[config.mk]
export PLATFORM = sky130hd
export DESIGN_NAME = ipfs_top
export DESIGN_NICKNAME = d
export VERILOG_FILES = /design/src/core/ipfs_pin_sync.v /design/src/core/ipfs_top.v
export VERILOG_INCLUDE_DIRS = /design/src /design/src/core
export SDC_FILE = /design/constraint.sdc
export NUM_CORES = 1
export LEC_CHECK = 0
export BUFFER_PORTS_ARGS = -buffer_cell sky130_fd_sc_hd__buf_4
export CAP_MARGIN = 20
export CORE_MARGIN = 2
export CORE_UTILIZATION = 35
export CTS_CLUSTER_SIZE = 10
export DETAILED_ROUTE_END_ITERATION = 7
export GPL_TIMING_DRIVEN = 0
export PLACE_DENSITY = 0.67
export RECOVER_POWER = 50
export SLEW_MARGIN = 15
export SYNTH_ARGS = -nofsm -noshare
export SYNTH_HDL_FRONTEND = slang
export SYNTH_SLANG_ARGS = --single-unit
[constraint.sdc]
create_clock -name clk -period 1.6 [get_ports clk]
set_input_delay 0 -clock clk [delete_from_list [all_inputs] [get_ports clk]]
set_output_delay 0 -clock clk [all_outputs]
set_load 0.01 [all_outputs]
[src/core/ipfs_map.vh]
// register map, field layout and function codes of the input pin function select block
`ifndef IPFS_MAP_VH
`define IPFS_MAP_VH

`define IPFS_PAGE 8'h00
`define IPFS_ADDR_MON 8'h2A
`define IPFS_ADDR_SEL_A 8'h2B
`define IPFS_ADDR_SEL_B 8'h2C

`define IPFS_REG_RST 8'h00
`define IPFS_FN_RST 3'h0

`define IPFS_MON_BIT 7
`define IPFS_HI_MSB 6
`define IPFS_HI_LSB 4
`define IPFS_LO_MSB 2
`define IPFS_LO_LSB 0

`define IPFS_FN_OFF 3'h0
`define IPFS_FN_GPI 3'h1
`define IPFS_FN_MCLK 3'h2
`define IPFS_FN_CASC 3'h3
`define IPFS_FN_PDM_A 3'h4
`define IPFS_FN_PDM_B 3'h5
`define IPFS_FN_PDM_C 3'h6
`define IPFS_FN_PDM_D 3'h7

`define IPFS_NUM_PINS 4
`define IPFS_NUM_SYNC 5
`define IPFS_NUM_FN 8

`endif

[src/core/ipfs_pin_sync.v]
// two-flop synchronisers for the input pins and the bidirectional pin
`timescale 1ns/1ps
`include "ipfs_map.vh"

module ipfs_pin_sync (
    input wire clk,
    input wire rst,
    input wire [`IPFS_NUM_SYNC-1:0] pin_async,
    output wire [`IPFS_NUM_SYNC-1:0] pin_sync
);

    genvar g;

    generate
        for (g = 0; g < `IPFS_NUM_SYNC; g = g + 1) begin : g_sync
            reg meta_r;
            reg sync_r;

            // first stage is read only by the second stage
            always @(posedge clk) begin
                if (rst) begin
                    meta_r <= 1'b0;
                    sync_r <= 1'b0;
                end else begin
                    meta_r <= pin_async[g];
                    sync_r <= meta_r;
                end
            end

            assign pin_sync[g] = sync_r;
        end
    endgenerate

endmodule // ipfs_pin_sync

[src/core/ipfs_top.v]
// input pin function select: configuration registers, monitor and function routing
//
// Function
// - A read-only monitor register at page 0 address 0x2A reports the bidirectional pin level in bit 7 while that pin is a general input.
// - Bits 6 to 4 of register 0x2B select the function of input pin 1, code 1 meaning general input.
// - Bits 2 to 0 of register 0x2B select the function of input pin 2 with the same codes.
// - Bits 6 to 4 of register 0x2C select the function of input pin 3 with the same codes.
// - Code 0 disables a pin so its activity is ignored, and it is the reset value of every field.
// - Code 2 makes the pin the master reference clock input.
// - Code 3 makes the pin the cascaded serial audio data input for daisy-chaining.
// - Codes 4 to 7 make the pin the PDM data input for channel pairs 1/2, 3/4, 5/6 and 7/8.
// - Bits 2 to 0 of register 0x2C select the function of input pin 4 with the same codes.
`timescale 1ns/1ps
`include "ipfs_map.vh"

module ipfs_top (
    input wire clk,
    input wire rst,
    input wire shared_input_pin1,
    input wire shared_input_pin2,
    input wire shared_input_pin3,
    input wire shared_input_pin4,
    input wire bidir_pin_in,
    input wire bidir_pin_gpi_mode,
    input wire [7:0] reg_page,
    input wire [7:0] reg_addr,
    input wire reg_wr_en,
    input wire [7:0] reg_wdata,
    input wire reg_rd_en,
    output wire [7:0] reg_rdata,
    output wire reg_rd_valid,
    output wire [2:0] input_pin1_function,
    output wire [2:0] input_pin2_function,
    output wire [2:0] input_pin3_function,
    output wire [2:0] input_pin4_function,
    output wire [3:0] general_input,
    output wire mclk_in,
    output wire mclk_in_valid,
    output wire cascade_serial_data_in,
    output wire cascade_serial_data_valid,
    output wire pdm_data_in_pair_a,
    output wire pdm_data_in_pair_b,
    output wire pdm_data_in_pair_c,
    output wire pdm_data_in_pair_d,
    output wire [3:0] pdm_pair_valid
);

    // true when a function field holds the given code
    function fn_is;
        input [2:0] code;
        input [2:0] target;
        begin
            fn_is = (code == target);
        end
    endfunction

    wire [`IPFS_NUM_SYNC-1:0] pin_async;
    wire [`IPFS_NUM_SYNC-1:0] pin_sync;
    wire page_hit;

    reg [2:0] fn_r [0:`IPFS_NUM_PINS-1];
    reg bidir_level_r;
    reg [7:0] rdata_r;
    reg rd_valid_r;
    reg [7:0] rdata_nxt;

    reg [3:0] gi_r;
    reg [3:0] gi_nxt;
    reg [`IPFS_NUM_FN-1:0] route_valid_r;
    reg [`IPFS_NUM_FN-1:0] route_level_r;
    reg [`IPFS_NUM_FN-1:0] route_valid_nxt;
    reg [`IPFS_NUM_FN-1:0] route_level_nxt;

    integer i;
    integer j;
    integer k;
    integer f;

    assign pin_async = {bidir_pin_in, shared_input_pin4, shared_input_pin3,
                        shared_input_pin2, shared_input_pin1};

    // bits 3 to 0 carry input pins 4 to 1, bit 4 the bidirectional pin
    ipfs_pin_sync u_sync (
        .clk(clk),
        .rst(rst),
        .pin_async(pin_async),
        .pin_sync(pin_sync)
    );

    // only page 0 decodes; other pages read zero and ignore writes
    assign page_hit = (reg_page == `IPFS_PAGE);

    // reserved bits 7 and 3 are never stored
    // configuration fields; the monitor register takes no writes
    always @(posedge clk) begin
        if (rst) begin
            for (i = 0; i < `IPFS_NUM_PINS; i = i + 1) begin
                fn_r[i] <= `IPFS_FN_RST;
            end
        end else if (reg_wr_en && page_hit) begin
            case (reg_addr)
                `IPFS_ADDR_SEL_A: begin
                    fn_r[0] <= reg_wdata[`IPFS_HI_MSB:`IPFS_HI_LSB];
                    fn_r[1] <= reg_wdata[`IPFS_LO_MSB:`IPFS_LO_LSB];
                end
                `IPFS_ADDR_SEL_B: begin
                    fn_r[2] <= reg_wdata[`IPFS_HI_MSB:`IPFS_HI_LSB];
                    fn_r[3] <= reg_wdata[`IPFS_LO_MSB:`IPFS_LO_LSB];
                end
                default: begin
                    fn_r[0] <= fn_r[0];
                end
            endcase
        end
    end

    // the mode input is on this clock already and needs no synchroniser
    // monitor follows the synchronised pin only in general input mode, else holds
    always @(posedge clk) begin
        if (rst) begin
            bidir_level_r <= 1'b0;
        end else if (bidir_pin_gpi_mode) begin
            bidir_level_r <= pin_sync[4];
        end
    end

    // read data: reserved bits and unmapped addresses read as zero
    always @* begin
        rdata_nxt = `IPFS_REG_RST;
        if (page_hit) begin
            case (reg_addr)
                `IPFS_ADDR_MON: begin
                    rdata_nxt[`IPFS_MON_BIT] = bidir_level_r;
                end
                `IPFS_ADDR_SEL_A: begin
                    rdata_nxt[`IPFS_HI_MSB:`IPFS_HI_LSB] = fn_r[0];
                    rdata_nxt[`IPFS_LO_MSB:`IPFS_LO_LSB] = fn_r[1];
                end
                `IPFS_ADDR_SEL_B: begin
                    rdata_nxt[`IPFS_HI_MSB:`IPFS_HI_LSB] = fn_r[2];
                    rdata_nxt[`IPFS_LO_MSB:`IPFS_LO_LSB] = fn_r[3];
                end
                default: begin
                    rdata_nxt = `IPFS_REG_RST;
                end
            endcase
        end
    end

    // a read in the cycle of a write returns the old field value
    // read data holds until the next read strobe
    always @(posedge clk) begin
        if (rst) begin
            rdata_r <= `IPFS_REG_RST;
            rd_valid_r <= 1'b0;
        end else begin
            rd_valid_r <= reg_rd_en;
            if (reg_rd_en) begin
                rdata_r <= rdata_nxt;
            end
        end
    end

    // per-pin general input level; any other code masks the pin
    always @* begin
        gi_nxt = 4'h0;
        for (j = 0; j < `IPFS_NUM_PINS; j = j + 1) begin
            gi_nxt[j] = fn_is(fn_r[j], `IPFS_FN_GPI) & pin_sync[j];
        end
    end

    // route each shared function to the lowest numbered pin that selects it;
    // a disabled pin never reaches any function
    always @* begin
        route_valid_nxt = 8'h00;
        route_level_nxt = 8'h00;
        for (f = 2; f < `IPFS_NUM_FN; f = f + 1) begin
            for (k = `IPFS_NUM_PINS - 1; k >= 0; k = k - 1) begin
                if (fn_is(fn_r[k], f[2:0])) begin
                    route_valid_nxt[f] = 1'b1;
                    route_level_nxt[f] = pin_sync[k];
                end
            end
        end
    end

    // outputs lag a pin change by three clocks: two sync stages and this register
    always @(posedge clk) begin
        if (rst) begin
            gi_r <= 4'h0;
            route_valid_r <= 8'h00;
            route_level_r <= 8'h00;
        end else begin
            gi_r <= gi_nxt;
            route_valid_r <= route_valid_nxt;
            route_level_r <= route_level_nxt;
        end
    end

    assign reg_rdata = rdata_r;
    assign reg_rd_valid = rd_valid_r;

    // fields drive the outputs straight from the registers, visible right after the write edge
    assign input_pin1_function = fn_r[0];
    assign input_pin2_function = fn_r[1];
    assign input_pin3_function = fn_r[2];
    assign input_pin4_function = fn_r[3];

    assign general_input = gi_r;

    // level outputs read zero while no pin selects their function
    assign mclk_in = route_level_r[`IPFS_FN_MCLK];
    assign mclk_in_valid = route_valid_r[`IPFS_FN_MCLK];

    assign cascade_serial_data_in = route_level_r[`IPFS_FN_CASC];
    assign cascade_serial_data_valid = route_valid_r[`IPFS_FN_CASC];

    assign pdm_data_in_pair_a = route_level_r[`IPFS_FN_PDM_A];
    assign pdm_data_in_pair_b = route_level_r[`IPFS_FN_PDM_B];
    assign pdm_data_in_pair_c = route_level_r[`IPFS_FN_PDM_C];
    assign pdm_data_in_pair_d = route_level_r[`IPFS_FN_PDM_D];
    assign pdm_pair_valid = route_valid_r[`IPFS_FN_PDM_D:`IPFS_FN_PDM_A];

endmodule // ipfs_top

==> results_dict.tcl, run 1 <==
set metrics [dict create \
    outcome "finished clean" \
    fp-row-count 28 \
    ys_seq_area_frac 0.4813 \
    clockBufferDepth 2 \
    drt-pass1-iter-count 4 \
    worst_setup_path_start_kind "register" \
    min_period_ns 1.566 \
    fin_crit_sh 0.9788 \
    cts_num_sinks 47 \
    crit_path_max_incr_delay_ns 0.45 \
    yosys.area.top_type "dfxtp_1" \
    met3WireLength_um 482 \
    dp_slack_ns -0.08590 \
    syn_nets 247 \
    fin_worst_skew_ns 0.007909 \
    synth_top_area_frac 0.3178 \
    dp.cells 355 \
    drc 0 \
    cp.required_ns 1.77 \
    p_leak_nw 1.080 \
    worstPathCellList "clkbuf_2 -> or3b_1 -> a211oi_2 -> o32ai_1" \
    io_pins 71 \
    fin_total_pwr_mw 2.505 \
    hpwl_mm 4.224 \
    synthTopCellsByCount "dfxtp_1 (35), nor2b_1 (14), clkbuf_1 (13)" \
    hp-start "reg_addr[0]" \
    synth-main-ff-cell "dfxtp_1" \
    via_count 1981 \
    worstSetupStartpoint "fn_r[2][1]$_SDFFCE_PN0P_" \
    setup.worst_path.end "route_level_r[4]$_SDFF_PP0_" \
    worstSetupPathType "reg -> reg" \
    grt_usage 0.1625 \
    grt_pass1_wl_mm 9.128 \
    dr.first_iter.drc_count 147 \
    setup_viol 0 \
    ant_nets 0 \
    core_um2 5991 \
    dieArea_um2 6950 \
    fin_cells 368 \
    path_clk_slew_ns 0.09 \
    wl_per_cell_um 15.17 \
    p_per_area_nw_per_um2 879.4 \
    synth-edff-count 12 \
    arrival_ns 1.74 \
    netlist_instances 213 \
    regToRegSetupSlack_ns 0.03 \
    io_buffers 67 \
    vdd_ir_drop_max_mv 0.3375 \
    fillers 587 \
    worst_slack_ns 0.03384 \
    grt_max_degree 15 \
    ys_types 47 \
    yosys_register_bits 47 \
    die_y_um 83.37 \
    hold_viol_final 0 \
    worst_pin_slew_ns 0.6390 \
    start_util 0.3680 \
    cts_setup_buffers 0 \
    cp.buffers_inverters 1 \
    relSlewSlack 0.5731 \
    cts_buffers 5 \
    design_area_um2 2849 \
    cp_top_family "simple AND/OR/NAND/NOR gates" \
    async_flop_share 0 \
    grt_antenna_before_repair 0 \
    clock_tree.root_cell "clkbuf_8" \
    drive_gt1_frac 0.2116 \
    ys_warn_count 0 \
    slowest_stage "or3b_1" \
    grt_overflow 0 \
    finalMaxSlewViolations 0 \
    cap_violations 0 \
    grt_pass1_vias 1839 \
    via_per_inst 5.383 \
    wl_met2_mm 2.708 \
    placed_area_um2 2801 \
    synth_area_um2 2205 \
    ys_top_cells_by_area "dfxtp_1 (32%), edfxtp_1 (16%), nor2b_1 (4.0%)" \
    insertion_delay_ns 0.30 \
    reg2reg_depth 4 \
    worstReg2RegStart "fn_r[2][1]$_SDFFCE_PN0P_" \
    diodes 0 \
    wl_met1_mm 2.273 \
    die_x_um 83.37 \
    tns_ns 0 \
    avgSynthCellArea_um2 10.35 \
    top_layer "met4" \
    place.gp.congestion 0.8413 \
    syn_to_final_growth_pct 29.23 \
    max_freq_mhz 638.5 \
    cp_num_cells 4 \
    routed_wl_mm 5.581 \
    cp-end-kind "register" \
    tritoncts "yes" \
    crit_fanout 10 \
    synth_most_common_cell "dfxtp_1" \
    final_net_count 326 \
    r2r-end "route_level_r[4]$_SDFF_PP0_" \
    htree_levels 2 \
    min_path_type "in -> reg" \
]
## report_power, final
part	leakage, nW	total, mW	internal (mW)	switching [mW]
sequential	0.400	1.30	1.26	0.0362
clock	0.0612	0.887	0.505	0.381
combinational	0.618	0.321	0.153	0.167
total	1.08	2.51	1.92	0.585
## how the worst min path moves through the flow
stage | to | cells after the start
floorplan | u_sync.g_sync[0].meta_r$_SDFF_PP0_ | 1
global route | reg_rdata[7]$_SDFFE_PP0P_ | 3
global placement | u_sync.g_sync[4].meta_r$_SDFF_PP0_ | 2
detailed placement | u_sync.g_sync[4].meta_r$_SDFF_PP0_ | 2
finish | reg_rdata[7]$_SDFFE_PP0P_ | 3
CTS | reg_rdata[7]$_SDFFE_PP0P_ | 3
## final cells by class
class                           count  area (um2)  area share
Inverter                            7       26.28    0.009223
Multi-Input combinational cell    141        1020      0.3579
Tap cell                           75       93.84     0.03294
Buffer                             17       83.83     0.02942
Sequential cell                    47        1061      0.3724
Clock inverter                      2       35.03     0.01230
Timing Repair Buffer               73       446.7      0.1568
Clock buffer                        6       82.58     0.02899
## cell usage in the layout, fill, tap and decap left out, types with 5 or more instances in the layout
master and instances:
nor4_1 10, nand2b_1 8, buf_4 34, and3b_1 5, dlygate4sd3_1 6, o31ai_1 7, dfxtp_1 35, inv_1 7
nand3b_1 6, clkbuf_8 6, clkbuf_1 39, and4b_1 5, a22oi_1 6, nor2b_1 14, edfxtp_1 12, nand2_1 12
a31oi_1 12
## repair_timing
action | in CTS | in global routing
setup endpoints to repair | 2 | 3
hold endpoints to repair | 6 | 0
gates resized for setup | 3 | 6
gates cloned | 0 | 0
pin swaps | 0 | 0
hold buffers | 6 | 0
## routing by layer
| metal | track usage | vias to the layer above |
|---|---|---|
| met2 | 0.2625 | 88 |
| met4 | 0.05514 | 0 |
| met3 | 0.04871 | 12 |
| li1 | - | 968 |
| met1 | 0.2065 | 913 |
| met5 | 0 | - |
## metrics by stage
stage            util  hold WS, ns
6_report       0.4756      0.01639
5_1_grt        0.4756      0.04769
4_1_cts        0.4979      0.02858
3_5_place_dp   0.4676       0.2217
3_3_place_gp   0.4676       0.2128
2_1_floorplan       -       0.1282
## worst reg2reg max path: cells and delay by family (launching register included)
family,cells,cell delay (ns)
flops,1,0.41
simple gates,1,0.45
compound gates,2,0.37
buf+inv,1,0.22
## registers in the layout, summed over array words and instances, names as in the netlist
name	cells
fn_r	12
reg_rdata	7
route_level_r	6
route_valid_r	6
u_sync.g_sync.meta_r	5
u_sync.g_sync.sync_r	5
general_input	4
bidir_level_r	1
reg_rd_valid	1
## cell families (layout without fill, tap and decap cells)
kind of cell,count (synthesis),in the layout,synth area share
buf+inv,25,105,0.04938
simple gates,93,93,0.3031
mux,4,4,0.01816
compound gates,43,43,0.1464
other cells,1,1,0.001701
flops,47,47,0.4813
No activity file was read; power rests on OpenSTA's default activity.
==> run 2: changes to the inputs <==
- BUFFER_PORTS_ARGS: -buffer_cell sky130_fd_sc_hd__buf_4 -> unset
- DONT_BUFFER_PORTS: unset -> 1
- PLACE_DENSITY: 0.67 -> 0.57
==> run 2 against run 1 <==
  * Die area unchanged
  * Design area decreased by 10%
  * Total power decreased by 9.8%
  * Critical path type unchanged
  * Routed wire length decreased by 1.9%
  * Via count decreased by 12%
  * Clock skew increased by 0.0029 ns
  * First-iteration DRC count decreased by 35%
  * Final cell count decreased by 15%
  * Flip-flop and latch count unchanged
  * Hold slack got worse by 0.0058 ns
==> results_dict.tcl, run 2 (synthesized netlist as in run 1, its figures left out) <==
set metrics [dict create \
    outcome "finished clean" \
    slowest_stage "edfxtp_1" \
    insertion_delay_ns 0.30 \
    max_freq_mhz 642.9 \
    fin_cells 312 \
    worstPathCellList "buf_4 -> or3b_1 -> a211oi_2 -> o32ai_1" \
    p_per_area_nw_per_um2 881.9 \
    regToRegSetupSlack_ns 0.04 \
    wl_per_cell_um 17.55 \
    worst_pin_slew_ns 0.6755 \
    min_path_cells 2 \
    drt-pass1-iter-count 4 \
    hold_viol_final 0 \
    clockBufferDepth 2 \
    crit_fanout 10 \
    syn_to_final_growth_pct 16.23 \
    tritoncts "yes" \
    cts_buffers 5 \
    grt_antenna_before_repair 0 \
    fp-row-count 28 \
    routed_wl_mm 5.476 \
    grt_overflow 0 \
    io_pins 71 \
    relSlewSlack 0.5487 \
    grt_usage 0.1613 \
    drc 0 \
    grt_pass1_vias 1737 \
    htree_levels 2 \
    drive_gt1_frac 0.1308 \
    p_leak_nw 0.9090 \
    regMostFlops "fn_r" \
    die_y_um 83.37 \
    grt_max_degree 16 \
    fin_worst_skew_ns 0.01077 \
    final_common_cell "dfxtp_1" \
    tns_ns 0 \
    cp.required_ns 1.77 \
    finalMaxSlewViolations 0 \
    cp-end-kind "register" \
    worst_setup_path_start_kind "register" \
    grt_setup_unrepaired "true" \
    arrival_ns 1.72 \
    dp.cells 288 \
    core_um2 5991 \
    crit_path_max_incr_delay_ns 0.46 \
    grt_pass1_wl_mm 8.921 \
    ant_nets 0 \
    fin_crit_sh 0.9721 \
    via_count 1741 \
    worstReg2RegStart "fn_r[2][1]$_SDFFCE_PN0P_" \
    die_x_um 83.37 \
    place.gp.congestion 0.8515 \
    hp-start "rst" \
    final_net_count 270 \
    cap_violations 0 \
    vdd_ir_drop_max_mv 0.3886 \
    fin_util 0.4277 \
    setup_viol 0 \
    dieArea_um2 6950 \
    cts_num_sinks 47 \
    via_per_inst 5.580 \
    min_period_ns 1.555 \
    worst_hold_path.endpoint "general_input[0]$_SDFF_PP0_" \
    largest_reg_flops 12 \
    diodes 0 \
    reg2reg_depth 4 \
    min_path_type "in -> reg" \
    dr.first_iter.drc_count 96 \
    final_cell_mix "dfxtp_1 (35), nor2b_1 (14), dlygate4sd3_1 (14)" \
    fillers 588 \
    io_buffers 0 \
    r2r-end "route_level_r[4]$_SDFF_PP0_" \
    clock_tree.root_cell "clkbuf_8" \
    path_clk_slew_ns 0.08 \
    start_util 0.3680 \
    hpwl_mm 4.001 \
    worstSetupPathType "reg -> reg" \
]
[run 2: changes by cell type in the layout (fill, tap and decap cells not counted), moves of 3 or more]
cell	delta
dlygate4sd3_1	+8
clkbuf_4	-3
buf_4	-29
clkbuf_1	-32
[run 2: what timing repair did]
| item | CTS | global route |
|---|---|---|
| setup buffers | 0 | 2 |
| gates resized for setup | 9 | 11 |
| hold buffers | 14 | 0 |
| pin swaps | 0 | 1 |
| hold endpoints to repair | 20 | 0 |
| gates cloned | 0 | 0 |
| endpoints found under the setup margin | 2 | 5 |
[run 2: cell type report]
| type | instances | area, um2 | share of cell area |
|---|---|---|---|
| Timing Repair Buffer | 16 | 155.1 | 0.06055 |
| Inverter | 7 | 26.28 | 0.01025 |
| Clock inverter | 3 | 18.77 | 0.007324 |
| Sequential cell | 47 | 1061 | 0.4141 |
| Tap cell | 75 | 93.84 | 0.03662 |
| Buffer | 18 | 101.3 | 0.03955 |
| Multi-Input combinational cell | 141 | 1037 | 0.4048 |
| Clock buffer | 5 | 68.82 | 0.02686 |
[run 2: how the worst max path moves through the flow]
stage	startpoint	endpoint	depth (start not counted)
6_report	fn_r[2][1]$_SDFFCE_PN0P_	route_level_r[4]$_SDFF_PP0_	4
5_1_grt	fn_r[1][1]$_SDFFCE_PN0P_	route_level_r[4]$_SDFF_PP0_	4
4_1_cts	fn_r[2][2]$_SDFFCE_PN0P_	route_level_r[2]$_SDFF_PP0_	4
3_5_place_dp	fn_r[2][2]$_SDFFCE_PN0P_	route_level_r[2]$_SDFF_PP0_	4
3_3_place_gp	fn_r[2][2]$_SDFFCE_PN0P_	route_level_r[2]$_SDFF_PP0_	4
2_1_floorplan	fn_r[2][1]$_SDFFCE_PN0P_	route_level_r[4]$_SDFF_PP0_	4
[run 2: power breakdown]
| part | switching [mW] | internal, mW | total [mW] |
|---|---|---|---|
| sequential | 0.0550 | 1.26 | 1.32 |
| clock | 0.398 | 0.306 | 0.704 |
| combinational | 0.128 | 0.109 | 0.238 |
[run 2: metrics by stage]
stage / instance area, um2 / power, mW / worst slack (ns) / hold WS, ns
4_1_cts: 2549 / 2.276 / 0.01542 / 0.002632
5_1_grt: 2562 / 2.361 / -0.02619 / 0.01297
3_5_place_dp: 2298 / 1.545 / -0.1013 / 0.1359
6_report: 2562 / 2.260 / 0.04466 / 0.01059
3_3_place_gp: 2298 / 1.544 / -0.1156 / 0.1320
2_1_floorplan: 2205 / 1.488 / 0.1535 / 0.1282
[run 2: routing by layer]
layer  vias to the layer above  share of wire  track usage
met5                         -              0            0
met4                         0         0.0095      0.05514
met3                         4          0.093      0.04871
met2                        77           0.47       0.2625
met1                       800           0.43       0.2031
li1                        860              -            -
[run 2: critical path: cells and delay by family, from the launching register on]
kind	cells	cell delay [ns]
DFF	1	0.46
buffers and inverters	1	0.21
AOI/OAI and AO/OA	2	0.33
and+or+nand+nor	1	0.42
==> run 3: changes to the inputs <==
- ABC_AREA: unset -> 1
- SLEW_MARGIN: 15 -> 25
- SYNTH_HIERARCHICAL: unset -> 1
==> run 3 against run 2 <==
  * Routed wire length decreased by 2.8%
  * Highest routed layer unchanged
  * Critical endpoint is now fn_r[3][2]$_SDFFCE_PN0P_
  * Flip-flop and latch count is the same
  * Hold slack improved by 0.032 ns
  * Synthesized area down 1.1%
  * Sequential power about the same
  * Worst setup slack better by 0.093 ns
  * Total power is 3.9% higher
  * Final cell count rose by 21%
  * First-iteration DRC count rose by 57%
  * Clock skew down 0.0080 ns
  * Largest power group unchanged
==> results_dict.tcl, run 3 <==
set metrics [dict create \
    via_count 1814 \
    io_buffers 0 \
    yosys_register_bits 47 \
    final_common_cell "nand3_1" \
    fin_crit_sh 0.9140 \
    synth_area_um2 2180 \
    fp-row-count 28 \
    hpwl_mm 3.820 \
    drive_gt1_frac 0.1196 \
    ys_types 27 \
    outcome "finished clean" \
    fin_cells 376 \
    tritoncts "yes" \
    max_freq_mhz 683.8 \
    die_x_um 82.92 \
    ys_warn_count 6 \
    cts_buffers 5 \
    dieArea_um2 6875 \
    io_pins 71 \
    tns_ns 0 \
    vdd_ir_drop_max_mv 0.3979 \
    via_per_inst 4.824 \
    syn_nets 306 \
    cp-end-kind "register" \
    async_flop_share 0 \
    drt-pass1-iter-count 4 \
    drc 0 \
    crit_fanout 10 \
    start_util 0.3660 \
    hold-worst-slack_ns 0.04216 \
    relSlewSlack 0.4470 \
    worst_setup_path_start_kind "input pin" \
    hold_viol_final 0 \
    cp.required_ns 1.56 \
    min_period_ns 1.462 \
    ys_top_cells_by_area "dfxtp_1 (32%), edfxtp_1 (17%), nand3_1 (9.2%)" \
    grt_antenna_before_repair 0 \
    worstSetupPathType "in -> reg" \
    syn_to_final_growth_pct 18.08 \
    diodes 0 \
    final_cell_mix "nand3_1 (40), inv_1 (39), nand2_1 (35), nor2_1 (35), dfxtp_1 (35)" \
    grt_pass1_wl_mm 8.645 \
    fin_worst_skew_ns 0.002727 \
    avgSynthCellArea_um2 8.013 \
    insertion_delay_ns 0.30 \
    regMostFlops "fn_r" \
    core_um2 5956 \
    clockBufferDepth 2 \
    netlist_instances 272 \
    wl_per_cell_um 14.16 \
    yosys.area.top_type "dfxtp_1" \
    grt_max_degree 15 \
    min_path_type "in -> reg" \
    final_net_count 334 \
    cts_num_sinks 47 \
    setup_viol 0 \
    synth_top_area_frac 0.3215 \
    cap_violations 0 \
    design_area_um2 2574 \
    worst_pin_slew_ns 0.8208 \
    htree_levels 2 \
    p_per_area_nw_per_um2 912.2 \
    synth-edff-count 12 \
    arrival_ns 1.43 \
    fin_util 0.4321 \
    die_y_um 82.92 \
    grt_pass1_vias 1719 \
    grt_usage 0.1563 \
    synth_most_common_cell "nand3_1" \
    grt_overflow 0 \
    dp.cells 347 \
    routed_wl_mm 5.324 \
    ant_nets 0 \
    place.gp.congestion 0.8166 \
    p_leak_nw 1.039 \
    dr.first_iter.drc_count 151 \
    clock_tree.root_cell "clkbuf_8" \
    placed_area_um2 2273 \
    path_clk_slew_ns 0.09 \
    synth-main-ff-cell "dfxtp_1" \
    grt_setup_unrepaired "false" \
    ys_seq_area_frac 0.4868 \
    finalMaxSlewViolations 0 \
    largest_reg_flops 12 \
    synthTopCellsByCount "nand3_1 (40), inv_1 (39), dfxtp_1 (35), nor2_1 (35), nand2_1 (33)" \
]
==> run 3: cell type report <==
class                           count  area (um2)
Clock inverter                      1       7.507
Clock buffer                        7       96.34
Multi-Input combinational cell    171       868.3
Fill cell                         615        3382
Inverter                           42       157.7
Tap cell                           75       93.84
Sequential cell                    47        1061
Buffer                             12       78.83
Timing Repair Buffer               21       210.2
==> run 3: logic make-up after synthesis <==
| kind of cell | after synthesis | share of synthesized area |
|---|---|---|
| simple gates | 126 | 0.2721 |
| buf+inv | 54 | 0.1125 |
| flops | 47 | 0.4868 |
| compound gates | 44 | 0.1269 |
| other cells | 1 | 0.001721 |
==> run 3: routing by layer <==
metal	track usage	wire length [um]	vias to the layer above
li1	-	-	940
met1	0.2060	2420	808
met3	0.04672	384	6
met2	0.2427	2437	60
met5	0	0	-
met4	0.05663	82	0
==> run 3: where the power goes <==
part	switching, mW	internal [mW]
Sequential	0.0706	1.27
Clock	0.404	0.393
Combinational	0.122	0.0911
==> run 3: what timing repair did <==
item                                    CTS  global route
resized for setup                         0             1
endpoints found under the hold margin    33             0
buffers inserted                          0             0
endpoints found under the setup margin    0             6
hold buffers                             21             0
==> run 3: worst paths after layout <==
kind                                      start                            endpoint  slack (ns)  cells after the start
min                                 reg_page[7]           reg_rdata[7]$_SDFFE_PP0P_        0.04                      5
max                                         rst            fn_r[3][2]$_SDFFCE_PN0P_        0.14                      5
max reg2reg          bidir_level_r$_SDFFE_PP0P_           reg_rdata[7]$_SDFFE_PP0P_        0.17                      7
min reg2reg  u_sync/g_sync[1].meta_r$_SDFF_PP0_  u_sync/g_sync[1].sync_r$_SDFF_PP0_        0.40                      2
==> run 3: through the flow <==
stage	setup WS, ns	power (mW)
after global placement	0.08576	1.540
after CTS	0.06165	2.377
after global routing	0.007190	2.448
after detailed placement	0.06227	1.541
final	0.1376	2.348
after floorplan	0.3274	1.486
==> run 3: critical path, stage by stage <==
cell and delay (ns):
dlygate4sd3_1 0.55, buf_2 0.19, inv_1 0.12, buf_2 0.23
o21ai_0 0.34
